<file path="src/hw/css_pkg.sv">
package css_pkg;

    // Serial frame: 8 address bits then 24 data bits, LSB first
    localparam logic [5:0] CSS_FRAME_BITS = 6'h20;

    // Register addresses
    localparam logic [7:0] CSS_ADDR_LAUNCH = 8'h60;
    localparam logic [7:0] CSS_ADDR_MODE = 8'h61;
    localparam logic [7:0] CSS_ADDR_FIRST_EDGES = 8'h62;
    localparam logic [7:0] CSS_ADDR_EXPOSURE = 8'h63;
    localparam logic [7:0] CSS_ADDR_PER_FIELD = 8'h64;
    localparam logic [7:0] CSS_ADDR_MASK = 8'h65;
    localparam logic [7:0] CSS_ADDR_SECOND_EDGES = 8'h66;
    localparam logic [7:0] CSS_ADDR_SKIPPED = 8'h67;
    localparam logic [7:0] CSS_ADDR_BIAS_CFG = 8'h68;
    localparam logic [7:0] CSS_ADDR_BIAS_LINE = 8'h69;
    localparam logic [7:0] CSS_ADDR_PIN_SEL = 8'h6a;
    // Shutter n: base + 4n + {0: fields, 1: lines, 2: pixels}
    localparam logic [3:0] CSS_ADDR_SHUT_PAGE = 4'h7;

    // Launch register bit positions
    localparam int CSS_LB_ALL = 0;
    localparam int CSS_LB_BIAS_A = 4;
    localparam int CSS_LB_BIAS_B = 5;
    localparam int CSS_LB_EXPOSE = 6;
    localparam int CSS_LB_READOUT = 7;

    // Mode register bit positions
    localparam int CSS_MB_SYNC_BLANK = 3;
    localparam int CSS_MB_START_LEVEL = 4;

    // Pin selector field positions
    localparam int CSS_PS_BIAS = 0;
    localparam int CSS_PS_MECH = 4;
    localparam int CSS_PS_STROBE = 8;
    localparam int CSS_PS_TIMING = 12;
    localparam int CSS_PS_TIMING_EN = 16;

    // Reset values
    localparam logic [11:0] CSS_EDGE_OFF = 12'hfff;
    localparam logic [11:0] CSS_PER_FIELD_RST = 12'h001;

    typedef enum logic [1:0] {
        CSS_IDLE = 2'b00,
        CSS_EXPOSE = 2'b01,
        CSS_READOUT = 2'b10
    } css_phase_t;

    typedef struct packed {
        logic [2:0] rdCount;
        logic syncBlank;
        logic startLvl;
        logic [11:0] e1a;
        logic [11:0] e1b;
        logic [11:0] e2a;
        logic [11:0] e2b;
        logic [11:0] expCount;
        logic [11:0] perField;
        logic [1:0] mask;
        logic [11:0] skipped;
        logic [1:0] biasMode;
        logic [1:0] biasHold;
        logic [1:0][11:0] biasLine;
        logic [16:0] pinSel;
        logic [3:0][11:0] onFd;
        logic [3:0][11:0] offFd;
        logic [3:0][11:0] onLn;
        logic [3:0][11:0] offLn;
        logic [3:0][11:0] onPx;
        logic [3:0][11:0] offPx;
    } css_cfg_t;

    typedef struct packed {
        logic lvl;
        logic [11:0] e1a;
        logic [11:0] e1b;
        logic [11:0] e2a;
        logic [11:0] e2b;
        logic [11:0] per;
        logic [11:0] skip;
        logic [1:0] mask;
    } css_shadow_t;

endpackage

</file>
<file path="src/hw/css_sequencer.sv">
`timescale 1ns/1ps
`default_nettype none

module css_sequencer
    import css_pkg::*;
(
    input wire logic sys_clk,
    input wire logic rst,
    input wire logic serialClk,
    input wire logic serialData,
    input wire logic serialLoadN,
    input wire logic fieldSyncIn,
    input wire logic lineSyncIn,
    input wire logic sensorGateLine,
    output logic substrateClock,
    output logic sensorGateEnable,
    output logic fieldSyncOut,
    output logic lineSyncOut,
    output logic biasSelectPin,
    output logic mechanicalShutterPin,
    output logic strobePin,
    output logic timingPinOut,
    output logic timingPinOutEnN,
    output logic exposureBusy,
    output logic readoutBusy
);

    typedef struct packed {
        logic sckM;
        logic sckS;
        logic sckP;
        logic sdiM;
        logic sdiS;
        logic ldM;
        logic ldS;
        logic ldP;
        logic [31:0] shift;
        logic [5:0] bitCnt;
        logic [7:0] launch;
        css_cfg_t c;
        css_shadow_t a;
        css_phase_t phase;
        logic [11:0] expField;
        logic [2:0] rdField;
        logic doReadout;
        logic [11:0] pixel;
        logic [11:0] line;
        logic sgSeen;
        logic [11:0] pulseLine;
        logic tog1;
        logic tog2;
        logic [3:0] shutArm;
        logic [3:0] shutOn;
        logic [1:0] biasArm;
        logic [1:0] biasOn;
        logic subOut;
        logic sgEn;
        logic fsOut;
        logic lsOut;
        logic biasPin;
        logic mechPin;
        logic strobeOut;
        logic tpOut;
        logic tpOeN;
        logic expBusy;
        logic rdBusy;
    } css_state_t;

    css_state_t q;
    css_state_t d;

    // Sources 0-1 bias, 2-5 shutters, 6-9 shutter zero XOR bias 0, bias 1, shutter 1, shutter 2
    function automatic logic pick(input logic [3:0] sel,
                                  input logic [3:0] sh,
                                  input logic [1:0] bi);
        case (sel)
            4'h0: pick = bi[0];
            4'h1: pick = bi[1];
            4'h2: pick = sh[0];
            4'h3: pick = sh[1];
            4'h4: pick = sh[2];
            4'h5: pick = sh[3];
            4'h6: pick = sh[0] ^ bi[0];
            4'h7: pick = sh[0] ^ bi[1];
            4'h8: pick = sh[0] ^ sh[1];
            4'h9: pick = sh[0] ^ sh[2];
            default: pick = 1'b0;
        endcase
    endfunction

    always_comb begin
        logic wr;
        logic [7:0] addr;
        logic [23:0] data;
        logic [7:0] launchClr;
        logic [7:0] launchSet;
        logic seqEnd;
        logic rdStart;
        logic [1:0] idx;
        logic pulseOk;
        logic masked;
        logic blank;
        wr = 1'b0;
        addr = 8'h00;
        data = 24'h000000;
        launchClr = 8'h00;
        launchSet = 8'h00;
        seqEnd = 1'b0;
        rdStart = 1'b0;
        idx = 2'h0;
        pulseOk = 1'b0;
        masked = 1'b0;
        blank = 1'b0;
        d = q;

        // Serial port pins cross into the clock domain here
        d.sckM = serialClk;
        d.sckS = q.sckM;
        d.sckP = q.sckS;
        d.sdiM = serialData;
        d.sdiS = q.sdiM;
        d.ldM = serialLoadN;
        d.ldS = q.ldM;
        d.ldP = q.ldS;
        if (q.ldS) begin
            d.bitCnt = 6'h00;
        end else if (q.sckS && !q.sckP && q.bitCnt != CSS_FRAME_BITS) begin
            d.shift = {q.sdiS, q.shift[31:1]};
            d.bitCnt = q.bitCnt + 6'h01;
        end
        // A frame commits when at least 32 bits arrived; bits after the 32nd are ignored
        if (q.ldS && !q.ldP && q.bitCnt == CSS_FRAME_BITS) begin
            wr = 1'b1;
            addr = q.shift[7:0];
            data = q.shift[31:8];
        end

        if (wr) begin
            case (addr)
                CSS_ADDR_LAUNCH: launchSet = data[7:0];
                CSS_ADDR_MODE: begin
                    d.c.rdCount = data[2:0];
                    d.c.syncBlank = data[CSS_MB_SYNC_BLANK];
                    d.c.startLvl = data[CSS_MB_START_LEVEL];
                end
                CSS_ADDR_FIRST_EDGES: begin
                    d.c.e1a = data[11:0];
                    d.c.e1b = data[23:12];
                end
                CSS_ADDR_EXPOSURE: d.c.expCount = data[11:0];
                CSS_ADDR_PER_FIELD: d.c.perField = data[11:0];
                CSS_ADDR_MASK: d.c.mask = data[1:0];
                CSS_ADDR_SECOND_EDGES: begin
                    d.c.e2a = data[11:0];
                    d.c.e2b = data[23:12];
                end
                CSS_ADDR_SKIPPED: d.c.skipped = data[11:0];
                CSS_ADDR_BIAS_CFG: begin
                    d.c.biasMode = data[1:0];
                    d.c.biasHold = data[3:2];
                end
                CSS_ADDR_BIAS_LINE: begin
                    d.c.biasLine[0] = data[11:0];
                    d.c.biasLine[1] = data[23:12];
                end
                CSS_ADDR_PIN_SEL: d.c.pinSel = data[16:0];
                default: begin
                    if (addr[7:4] == CSS_ADDR_SHUT_PAGE) begin
                        idx = addr[3:2];
                        case (addr[1:0])
                            2'h0: begin
                                d.c.onFd[idx] = data[11:0];
                                d.c.offFd[idx] = data[23:12];
                            end
                            2'h1: begin
                                d.c.onLn[idx] = data[11:0];
                                d.c.offLn[idx] = data[23:12];
                            end
                            2'h2: begin
                                d.c.onPx[idx] = data[11:0];
                                d.c.offPx[idx] = data[23:12];
                            end
                            default: idx = 2'h0;
                        endcase
                    end
                end
            endcase
        end

        // Sequence advances only on field sync
        if (fieldSyncIn) begin
            case (q.phase)
                CSS_IDLE: begin
                    if (q.launch[CSS_LB_EXPOSE]) begin
                        d.phase = CSS_EXPOSE;
                        d.expField = 12'h000;
                        d.doReadout = q.launch[CSS_LB_READOUT];
                        d.shutArm = q.shutArm | q.launch[3:0]
                            | {4{q.launch[CSS_LB_ALL]}};
                        d.biasArm = q.biasArm
                            | q.launch[CSS_LB_BIAS_B:CSS_LB_BIAS_A];
                        launchClr = 8'hff;
                    end else if (q.launch[CSS_LB_READOUT]) begin
                        d.phase = CSS_READOUT;
                        d.rdField = 3'h0;
                        d.biasArm = q.biasArm
                            | q.launch[CSS_LB_BIAS_B:CSS_LB_BIAS_A];
                        launchClr = 8'hb0;
                        rdStart = 1'b1;
                    end
                end
                CSS_EXPOSE: begin
                    if (q.expField == q.c.expCount) begin
                        if (q.doReadout) begin
                            d.phase = CSS_READOUT;
                            d.rdField = 3'h0;
                            rdStart = 1'b1;
                        end else begin
                            d.phase = CSS_IDLE;
                            seqEnd = 1'b1;
                        end
                    end else begin
                        d.expField = q.expField + 12'h001;
                    end
                end
                CSS_READOUT: begin
                    // Readout lasts the count, at least one field
                    if ({1'b0, q.rdField} + 4'h1 >= {1'b0, q.c.rdCount}) begin
                        d.phase = CSS_IDLE;
                        seqEnd = 1'b1;
                    end else begin
                        d.rdField = q.rdField + 3'h1;
                    end
                end
                default: d.phase = CSS_IDLE;
            endcase
        end
        // A launch written during consumption survives
        d.launch = (q.launch & ~launchClr) | launchSet;

        for (int i = 0; i < 2; i++) begin
            if (q.phase == CSS_IDLE && !q.biasArm[i] && !q.c.biasHold[i]) begin
                d.biasOn[i] = 1'b0;
            end
            if (seqEnd) begin
                d.biasArm[i] = 1'b0;
                if (!q.c.biasHold[i]) begin
                    d.biasOn[i] = 1'b0;
                end
            end
            if (q.phase == CSS_EXPOSE && q.expField == 12'h000
                && q.biasArm[i] && !q.c.biasMode[i]
                && q.line == q.c.biasLine[i] && q.pixel == 12'h000) begin
                d.biasOn[i] = 1'b1;
            end
            if (rdStart && d.biasArm[i] && q.c.biasMode[i]) begin
                d.biasOn[i] = 1'b1;
            end
        end

        for (int i = 0; i < 4; i++) begin
            if (q.phase == CSS_EXPOSE && q.shutArm[i]) begin
                if (q.expField == q.c.onFd[i] && q.line == q.c.onLn[i]
                    && q.pixel == q.c.onPx[i]) begin
                    d.shutOn[i] = 1'b1;
                end
                if (q.expField == q.c.offFd[i] && q.line == q.c.offLn[i]
                    && q.pixel == q.c.offPx[i]) begin
                    d.shutOn[i] = 1'b0;
                    d.shutArm[i] = 1'b0;
                end
            end
            if (seqEnd) begin
                d.shutArm[i] = 1'b0;
            end
        end

        // Pixel and line position within the field
        if (lineSyncIn) begin
            d.pixel = 12'h000;
            d.tog1 = 1'b0;
            d.tog2 = 1'b0;
        end else if (q.pixel != 12'hfff) begin
            d.pixel = q.pixel + 12'h001;
        end
        if (fieldSyncIn) begin
            d.line = 12'h000;
        end else if (lineSyncIn) begin
            d.line = q.line + 12'h001;
        end

        if (sensorGateLine) begin
            d.sgSeen = 1'b1;
        end
        if (lineSyncIn) begin
            if (q.sgSeen) begin
                d.sgSeen = 1'b0;
                d.a.lvl = q.c.startLvl;
                d.a.e1a = q.c.e1a;
                d.a.e1b = q.c.e1b;
                d.a.e2a = q.c.e2a;
                d.a.e2b = q.c.e2b;
                d.a.per = q.c.perField;
                d.a.skip = q.c.skipped;
                d.a.mask = q.c.mask;
                d.pulseLine = 12'h001;
            end else if (q.pulseLine != 12'h000) begin
                if (q.pulseLine >= q.a.per) begin
                    d.pulseLine = 12'h000;
                end else begin
                    d.pulseLine = q.pulseLine + 12'h001;
                end
            end
        end

        pulseOk = q.pulseLine != 12'h000 && q.pulseLine > q.a.skip;
        if (!lineSyncIn && pulseOk) begin
            if (q.pixel == q.a.e1a || q.pixel == q.a.e1b) begin
                d.tog1 = ~q.tog1;
            end
            if (q.pulseLine == q.a.per
                && {q.a.e2b, q.a.e2a} != {CSS_EDGE_OFF, CSS_EDGE_OFF}
                && (q.pixel == q.a.e2a || q.pixel == q.a.e2b)) begin
                d.tog2 = ~q.tog2;
            end
        end

        case (q.a.mask)
            2'h1: masked = q.phase == CSS_EXPOSE;
            2'h2: masked = q.shutOn[3];
            default: masked = 1'b0;
        endcase
        // Suppressed fields: exposure after field 0, readout count
        if ((q.phase == CSS_EXPOSE && q.expField != 12'h000)
            || (q.phase == CSS_READOUT && q.rdField < q.c.rdCount)) begin
            masked = 1'b1;
        end
        d.subOut = masked ? q.a.lvl : q.a.lvl ^ q.tog1 ^ q.tog2;
        d.sgEn = !(q.phase == CSS_EXPOSE && q.expField != 12'h000);

        blank = q.c.syncBlank && q.phase == CSS_EXPOSE
            && q.expField != 12'h000;
        d.fsOut = fieldSyncIn && !blank;
        d.lsOut = lineSyncIn && !blank;

        d.biasPin = pick(q.c.pinSel[CSS_PS_BIAS +: 4], q.shutOn,
            q.biasOn);
        d.mechPin = pick(q.c.pinSel[CSS_PS_MECH +: 4], q.shutOn,
            q.biasOn);
        d.strobeOut = pick(q.c.pinSel[CSS_PS_STROBE +: 4], q.shutOn,
            q.biasOn);
        d.tpOut = pick(q.c.pinSel[CSS_PS_TIMING +: 4], q.shutOn,
            q.biasOn);
        d.tpOeN = !q.c.pinSel[CSS_PS_TIMING_EN];
        d.expBusy = d.phase == CSS_EXPOSE;
        d.rdBusy = d.phase == CSS_READOUT;
    end

    always_ff @(posedge sys_clk) begin
        if (rst) begin
            q <= '0;
            q.sckM <= 1'b0;
            q.ldM <= 1'b1;
            q.ldS <= 1'b1;
            q.ldP <= 1'b1;
            q.phase <= CSS_IDLE;
            q.c.e2a <= CSS_EDGE_OFF;
            q.c.e2b <= CSS_EDGE_OFF;
            q.c.perField <= CSS_PER_FIELD_RST;
            q.a.e2a <= CSS_EDGE_OFF;
            q.a.e2b <= CSS_EDGE_OFF;
            q.a.per <= CSS_PER_FIELD_RST;
            q.sgEn <= 1'b1;
            q.tpOeN <= 1'b1;
        end else begin
            q <= d;
        end
    end

    assign substrateClock = q.subOut;
    assign sensorGateEnable = q.sgEn;
    assign fieldSyncOut = q.fsOut;
    assign lineSyncOut = q.lsOut;
    assign biasSelectPin = q.biasPin;
    assign mechanicalShutterPin = q.mechPin;
    assign strobePin = q.strobeOut;
    assign timingPinOut = q.tpOut;
    assign timingPinOutEnN = q.tpOeN;
    assign exposureBusy = q.expBusy;
    assign readoutBusy = q.rdBusy;

endmodule

`default_nettype wire

</file>
<file path="config.mk">
export PLATFORM = sky130hd
export DESIGN_NAME = css_sequencer
export DESIGN_NICKNAME = d
export VERILOG_FILES = /design/src/hw/css_pkg.sv /design/src/hw/css_sequencer.sv
export SDC_FILE = /design/constraint.sdc
export NUM_CORES = 1
export LEC_CHECK = 0
export ABC_AREA = 1
export BUFFER_PORTS_ARGS = -buffer_cell sky130_fd_sc_hd__buf_2
export CORE_MARGIN = 2
export CORE_UTILIZATION = 31
export CTS_BUF_LIST = sky130_fd_sc_hd__clkbuf_4
export DETAILED_ROUTE_END_ITERATION = 12
export GPL_ROUTABILITY_DRIVEN = 0
export PLACE_DENSITY = 0.46
export RECOVER_POWER = 25
export SYNTH_ARGS = -nofsm -noshare
export SYNTH_HDL_FRONTEND = slang
export SYNTH_SLANG_ARGS = --single-unit
</file>
<file path="constraint.sdc">
create_clock -name sys_clk -period 2.6 [get_ports sys_clk]
set_input_delay 0.52 -clock sys_clk [delete_from_list [all_inputs] [get_ports sys_clk]]
set_output_delay 0.52 -clock sys_clk [all_outputs]
set_load 0.005 [all_outputs]
</file>
-- Yosys cells after proc, flatten, opt, wreduce, memory -nomap -nowiden
Index checks and enable logic that the tools add are counted.
- flip-flop bits (word level): 633
- input bits: 8
- word-level logic and storage cells: 425
- add/sub/neg operators: 7
- $lt $le $gt $ge: 6
- eq/ne operators: 99
- mux-type cells: 98
- bitwise gates (word level): 16
- reduce and logical (&&, ||, !) cells: 112
- operator list (cell ; count):
    $eq A12 B12 Y1 ; 32
    $bwmux W48 ; 6
    $eq A8 B7 Y1 const B ; 11
    $mux W12 ; 6
    $eq A4 B3 Y1 const B ; 17
    $mux W8 ; 7
    $logic_and A1 B1 Y1 ; 52
    $add A12 B1 Y12 const B ; 4
    $mux W1 ; 46
    $pmux W1 S10 ; 4
    $reduce_and A2 Y1 ; 17
    $eq A4 B2 Y1 const B ; 8
    $eq A4 B4 Y1 const B ; 8
    $demux W12 S2 ; 1
    $logic_not A12 Y1 ; 2
    $mux W24 ; 1
    $ne A24 B24 Y1 const B ; 1
    $pmux W12 S2 ; 1
    $reduce_bool A12 Y1 ; 2
    $mux W2 ; 11
    $mux W18 ; 1
    $eq A4 B1 Y1 const B ; 4
    $logic_not A4 Y1 ; 4
    $reduce_and A4 Y1 ; 4
    other kinds (37) ; 88

-- Longest topological paths before layout
Gate-level depths: netlist of the first run.
- word-level depth: 9
- gate-level depth with buffers: 17

-- Worst setup path after synthesis of the first run
OpenSTA, ideal clock, no wires.
- kind: register -> register
- start: reg q[63] in the netlist's numbering
- end: reg q[65] in the netlist's numbering
- setup time: 0.128 ns
- data arrival time: 1.958 ns
- setup slack: 0.515 ns
- stages on the path, launching flop included: 12
- path buffers: 0
- path through: dfxtp_1 -> ha_1 -> or2_2 -> nand2_1 -> ha_1 -> nand2_1 -> nand2_1 -> nand2_1 -> nor4b_1 -> nand3_1 -> o21ai_0 -> nor2_1
- word-level cells in the longest chain between the ends: 4
- RTL lines (what ; RTL line ; RTL):
    start, declared ; css_sequencer.sv:69 ; css_state_t q;
    $add A3 B1 Y4 ; css_sequencer.sv:228 ; if ({1'b0, q.rdField} + 4'h1 >= {1'b0, q.c.rdCount}) begin
    $ge A4 B3 Y1 ; css_sequencer.sv:228 ;
    $ne A2 B2 Y1 (no line) ; - ;
    $reduce_and A7 Y1 (no line) ; - ;
Several ways; a longest one is shown, not always the timed one. The select of a mux whose other input is x is not followed.
A chain may end at the register's enable or synchronous reset.

-- Worst setup path in the final report of the first run
- start: reg q[52] in the netlist's numbering
- end: reg q[18] in the netlist's numbering
- word-level cells in the longest chain between the ends: 4
- RTL lines (what ; RTL line):
    $eq A12 B12 Y1, on equally long branches ; css_sequencer.sv:264, css_sequencer.sv:268
    $logic_and A1 B1 Y1, on equally long branches ; css_sequencer.sv:264, css_sequencer.sv:268
    $reduce_bool A2 Y1 (no line) ; -
    $reduce_and A2 Y1 (no line) ; -
Several ways; a longest one is shown, not always the timed one.

==> results of run 1 <==
==> registers in the layout (all words and copies together), names as in the netlist <==
register,flops
lineSyncOut,1
biasSelectPin,1
fieldSyncOut,1
timingPinOut,1
strobePin,1
substrateClock,1
readoutBusy,1
q,617
d,5
mechanicalShutterPin,1
timingPinOutEnN,1
sensorGateEnable,1
exposureBusy,1
==> per-stage QoR <==
step	worst slack (ps)	total power (W)	util (%)
2_1_floorplan	515	0.0106	-
3_3_place_gp	210	0.0110	33.6
3_5_place_dp	180	0.0110	33.6
4_1_cts	103	0.0207	36.1
5_1_grt	0.133	0.0213	36.0
6_report	122	0.0204	36.0
==> critical path, stage by stage, from the launching register on <==
cell and delay [ps]:
dfxtp_1 520, inv_1 150, nand2_1 80, nand2_1 50
nor2_1 130, nand3_1 130, nor4_1 370, nand2_1 310
nor2_1 160, buf_4 160, nand2_1 100, nand2_1 100
nor2_1 50
==> area by class of cell <==
type | count | area share (%)
antenna | 7 | 0.0511
clock buffer | 271 | 5.93
clock inverter | 39 | 0.825
inverter | 368 | 4.11
multi-input combinational | 2751 | 42.4
sequential | 633 | 37.0
tap | 1265 | 4.62
timing repair buffer | 203 | 5.14
==> cells in the final DEF (no fill, tap or decap), types with 8 or more instances in the layout <==
| cell type | Yosys | routed |
|---|---|---|
| o21ai_0 | 479 | 479 |
| inv_1 | 338 | 339 |
| buf_12 | 0 | 24 |
| nand3_1 | 162 | 162 |
| xnor2_1 | 111 | 111 |
| buf_4 | 16 | 143 |
| xor2_1 | 138 | 138 |
| nand4_1 | 51 | 52 |
| or2_2 | 23 | 23 |
| nor2_2 | 9 | 19 |
| o22ai_1 | 24 | 24 |
| o21ai_1 | 17 | 17 |
| nor4_1 | 35 | 35 |
| clkinv_1 | 6 | 32 |
| dfxtp_1 | 633 | 633 |
| buf_2 | 88 | 13 |
| a211oi_1 | 17 | 17 |
| clkbuf_1 | 116 | 11 |
| o211ai_1 | 12 | 12 |
| inv_2 | 19 | 21 |
| nor2_4 | 9 | 8 |
| nor2_1 | 707 | 698 |
| nand2_1 | 463 | 462 |
| clkbuf_4 | 0 | 271 |
| ha_1 | 46 | 46 |
| nor3_1 | 46 | 45 |
| a211oi_2 | 38 | 38 |
| a21oi_1 | 300 | 300 |
==> worst paths after layout <==
| check | start | cells after the start | end | slack [ps] |
|---|---|---|---|---|
| min reg2reg | d[631]$_SDFF_PP0_ | 2 | d[630]$_SDFF_PP0_ | 410 |
| max reg2reg | q[52]$_SDFFE_PP0P_ | 12 | q[18]$_SDFFE_PP0P_ | 120 |
| min | serialLoadN | 3 | d[626]$_SDFF_PP1_ | 210 |
| max | q[52]$_SDFFE_PP0P_ | 12 | q[18]$_SDFFE_PP0P_ | 120 |
==> power breakdown <==
group	internal, W	total, W	switching, W
Combinational	0.000305	0.000891	0.000585
Clock	0.00520	0.00965	0.00445
Sequential	0.00979	0.00985	0.0000617
Total	0.0153	0.0204	0.00510
==> kinds of logic after synthesis <==
logic type | Yosys count | share of synthesized area (%)
and+or+nand+nor | 1538 | 22.4
AOI/OAI and AO/OA | 918 | 17.0
DFF | 633 | 42.5
buffers and inverters | 616 | 8.81
xor gates and xnor gates | 249 | 7.32
adders and majority gates | 46 | 1.93
==> per-layer routing <==
layer | share of wire, % | wire length (um) | global-route usage [%]
met5 | 0 | 0 | 0
met4 | 1.8 | 1900 | 5.83
met3 | 4.6 | 4880 | 3.62
met2 | 45 | 47000 | 33.9
met1 | 49 | 51200 | 29.7
==> what timing repair did <==
action                                  in CTS  in global routing
endpoints found under the setup margin       0                  7
hold endpoints to repair                    34                  0
resized for setup                            0                  4
hold buffers                                 7                  0
buffers inserted                             0                  0
==> reports/qor.yml, run 1 <==
run:
  max_cap_violations: 0
synth:
  synth_most_common_cell: "nor2_1"
  yosysSeqAreaShare_pct: 42.5
  synth_edf_count: 0
  synth_top_area_share_pct: 42.5
  avgSynthCellArea_um2: 7.45
  syn-cell-area_um2: 29800
  synth_cell_types: 56
  syn-num-nets: 4054
  synthFlopType: "dfxtp_1"
  yosys_warnings: 0
  yosys-top-cells-count: "707 x nor2_1, 633 x dfxtp_1, 479 x o21ai_0, 463 x nand2_1, 338 x inv_1"
  synth_largest_area_cell: "dfxtp_1"
  ys_top_cells_by_area: "dfxtp_1 43%, nor2_1 8.9%, o21ai_0 8.0%"
  synthArstFlopShare_pct: 0
  ys_ff_latch: 633
  synth_cells: 4000
sta:
  fmax_mhz: 403
  tightestPinTransition_ps: 1070
  rsz0062_at_grt: "false"
  holdWs_ps: 210
  setup_violations: 0
  post-route-period-util_pct: 95.3
  period_needed_ps: 2480
  slew_headroom_pct: 29.0
  final-hold-violation-count: 0
  slew_viol_final: 0
  fin_worst_skew_ps: 59.9
  tns_ps: 0
placed_design:
  dp_cells: 5213
  portBuffers: 18
  dpl-instance-area_um2: 32000
  hpwl_um: 70700
final_layout:
  drive_above_1_share_pct: 14.2
  final_cell_area_um2: 34300
  fin_nets: 4188
  fin_cells: 5537
  areaGrowthSynthToFinish_pct: 15.1
  multi_input_area_um2: 14500
  fillCellCount: 10200
  regArea_um2: 12700
worst_setup_path:
  crit_arrival_ps: 3410
  path_max_fanout: 6
  path_class: "register to register"
  startpoint_type: "register"
  crit_path_end_kind: "register"
  required_ps: 3540
floorplan:
  rows: 113
  die_w_um: 314
  core_area_um2: 95200
  chipHeight_um: 314
  initial_utilization_pct: 31.3
  dieArea_um2: 98600
  ios: 19
clocking:
  cts_tree: "yes"
  root_buffer: "clkbuf_4"
  insertion_delay_ps: 1090
  cts_sinks: 633
  cts_buffers: 177
  cts.clk_slew.worst_paths_ps: 70
  cts_buffer_depth: 3
  htree_levels: 4
routing:
  dr.pass1.iters: 6
  num_vias: 26400
  routedWlPerCell_um: 19.0
  drt_iter0_markers: 1810
  via_per_inst: 4.77
  postRouteAntennaNets: 0
  drc: 0
  routed_wl_um: 105000
global_route:
  gr-usage-all-layers_pct: 21.3
  grt_max_degree: 100
  grt_pass1_vias: 25400
  grt_pass1_wl_um: 159000
  grt_overflow: 0
  antenna_found_initial: 4
power:
  power_density_nw_per_um2: 595
  leakage_nw: 15.1
  ir_worst_vdd_mv: 0.367
worst_hold_path:
  holdCritPathClass: "input pin to register"
run_status:
  status: "finished, final reports clean"
Power figures use the tool's default switching activity.
==> inputs of run 2 (changes only) <==
--- a/config.mk
+++ b/config.mk
@@ -12,8 +12,8 @@
 export CTS_BUF_LIST = sky130_fd_sc_hd__clkbuf_4
 export DETAILED_ROUTE_END_ITERATION = 12
 export GPL_ROUTABILITY_DRIVEN = 0
-export PLACE_DENSITY = 0.46
-export RECOVER_POWER = 25
+export PLACE_DENSITY = 0.47
+export RECOVER_POWER = 50
 export SYNTH_ARGS = -nofsm -noshare
 export SYNTH_HDL_FRONTEND = slang
 export SYNTH_SLANG_ARGS = --single-unit
==> constraint.sdc (replaced) <==
create_clock -name sys_clk -period 2.2 [get_ports sys_clk]
set_input_delay 0.44 -clock sys_clk [delete_from_list [all_inputs] [get_ports sys_clk]]
set_output_delay 0.44 -clock sys_clk [all_outputs]
set_load 0.005 [all_outputs]
==> reports/qor.yml, run 2 (synthesis results as in run 1) <==
clocking:
  cts_buffers: 175  # -1.1%
  htree_levels: 4  # unchanged
  cts_buffer_depth: 3  # unchanged
  cts.clk_slew.worst_paths_ps: 70  # about the same
  cts_tree: "yes"
  cts_sinks: 633  # unchanged
  root_buffer: "clkbuf_4"
  insertion_delay_ps: 1060  # -30 ps
global_route:
  antenna_found_initial: 7  # +3
  grt_max_degree: 88  # -12%
  grt_pass1_vias: 25600  # +0.85%
  grt_pass1_wl_um: 161000  # +0.80%
  grt_overflow: 0  # unchanged
  gr-usage-all-layers_pct: 21.2  # -0.054 points
final_layout:
  fin_nets: 4276  # +2.1%
  final_common_cell: "nor2_1"
  multi_input_area_um2: 14600  # +0.59%
  largest_reg_flops: 617  # unchanged
  final_cell_area_um2: 35400  # +3.3%
  areaGrowthSynthToFinish_pct: 18.9
  layout_common_cells: "696 x nor2_1, 627 x dfxtp_1, 480 x o21ai_0, 460 x nand2_1, 338 x inv_1"
  regArea_um2: 12700  # about the same
  fin_cells: 5631  # +1.7%
  regMostFlops: "q"
  fillCellCount: 10100  # -1.0%
  drive_above_1_share_pct: 16.5  # +2.3 points
floorplan:
  rows: 113  # unchanged
  core_area_um2: 95200  # unchanged
  chipHeight_um: 314  # unchanged
  dieArea_um2: 98600  # unchanged
  initial_utilization_pct: 31.3  # unchanged
  die_w_um: 314  # unchanged
  ios: 19  # unchanged
worst_setup_path:
  path_max_fanout: 14  # +8
  critPathSlowestCell: "clkbuf_4"
  path_class: "register to register"
  required_ps: 3130  # -410 ps
  crit_path_end_kind: "register"
  startpoint_type: "register"
  crit_arrival_ps: 3060  # -350 ps
  crit_chain: "inv_1, ha_1, nand4_2, inv_2, nand2_8, buf_4, nor2_2, clkbuf_4, nor2_1, a211oi_2"
  slowest_delay_ps: 450  # -70 ps
power:
  leakage_nw: 15.7  # +3.8%
  seqPwrFrac_pct: 47.3  # -1.0 points
  finalPower_w: 0.0246  # +21%
  p_switching_w: 0.00609  # +19%
  power_density_nw_per_um2: 695  # +17%
  pwr-share-clk_pct: 48.5  # +1.2 points
  p_int_w: 0.0185  # +21%
  netSwitchingFraction_pct: 24.7  # -0.27 points
  comb_power_share_pct: 4.3  # about the same
  ir_worst_vdd_mv: 0.405  # +10%
routing:
  via_per_inst: 4.80  # +0.43%
  dr.pass1.iters: 5  # -1
  routedWlPerCell_um: 18.7  # -1.6%
  drt_iter0_markers: 1861  # +2.8%
  postRouteAntennaNets: 0  # unchanged
  drc: 0  # unchanged
  routed_wl_um: 105000  # +0.10%
  num_vias: 27000  # +2.1%
sta:
  setup_ws_ps: 69.6  # -52.0 ps
  setup_violations: 0  # unchanged
  final-hold-violation-count: 0  # unchanged
  fmax_mhz: 469  # +16%
  period_needed_ps: 2130  # -348 ps
  slew_viol_final: 0  # unchanged
  post-route-period-util_pct: 96.8  # +1.5 points
  fin_worst_skew_ps: 71.0  # +11.1 ps
  slew_headroom_pct: 38.2  # +9.3 points
  rsz0062_at_grt: "true"
  holdWs_ps: 142  # -68.2 ps
  tightestPinTransition_ps: 925  # -140 ps
placed_design:
  portBuffers: 18  # unchanged
  dpl-instance-area_um2: 32800  # +2.6%
  dp_slack_ps: -60.1  # -240 ps
  hpwl_um: 71000  # +0.43%
  dp_cells: 5296  # +1.6%
run:
  max_cap_violations: 0  # unchanged
run_status:
  status: "finished, final reports clean"
worst_hold_path:
  holdCritPathClass: "input pin to register"
-- run 2: cell count changes in the layout (fill, tap and decap cells not counted), moves of 5 or more --
cell      previous run  this run
dfxtp_1            633       627
dfxtp_2              0         6
buf_6                1        12
buf_4              143       196
nor4_1              35        30
buf_12              24        36
nor4_2               0         5
inv_2               21        13
clkbuf_4           271       285
-- run 2: timing repair --
item,CTS,global route
setup endpoints to repair,6,82
gates cloned,0,3
resized for setup,2,58
buffers inserted,0,2
pin swaps,1,7
hold buffers,9,0
endpoints found under the hold margin,49,0
-- run 2: critical path, delay by kind of cell (launching register included) --
kind,cells,cell delay [ps]
fa+ha+maj,1,150
buf+inv,4,790
compound gates,1,160
simple gates,4,580
flops,1,310
-- run 2: path summary, 6_finish.rpt --
kind	startpoint	endpoint	depth (start not counted)	slack (ps)
worst min-delay path	serialLoadN	d[626]$_SDFF_PP1_	3	140
worst max register to register	q[587]$_SDFFE_PP0P_	q[396]$_SDFFE_PP0P_	10	70
worst min register to register	d[626]$_SDFF_PP1_	d[625]$_SDFF_PP1_	1	420
worst max-delay path	q[587]$_SDFFE_PP0P_	q[396]$_SDFFE_PP0P_	10	70
-- run 2: cell type report --
class                   count  area share [%]
diodes                      3          0.0212
clock inverters            42            1.10
multi-input cells        2751            41.2
well taps                1265            4.47
inverters                 368            4.02
clock buffers             276            5.85
flip-flops and latches    633            35.8
repair buffers            293            7.51
-- run 2: power groups by stage --
stage	sequential, W	clock, W	combinational, W
2_1_floorplan	0.0119	0	0.000657
3_3_place_gp	0.0119	0	0.00104
3_5_place_dp	0.0119	0	0.00104
4_1_cts	0.0116	0.0123	0.00106
5_1_grt	0.0116	0.0129	0.00118
6_report	0.0116	0.0119	0.00105
-- run 2: metrics by stage --
stage	util, %	setup TNS [ps]
5_1_grt	37.2	-198
2_1_floorplan	-	0
6_report	37.2	0
3_5_place_dp	34.4	-71.7
4_1_cts	37.1	0
3_3_place_gp	34.4	-126
-- run 2: metal layers --
layer  up-vias  track usage, %  share of wire [%]
met5         -               0                  0
met3       144            3.18                4.4
met1     12600            30.1                 49
met2       615            33.1                 45
met4         0            6.55                2.1
li1      13600               -                  -
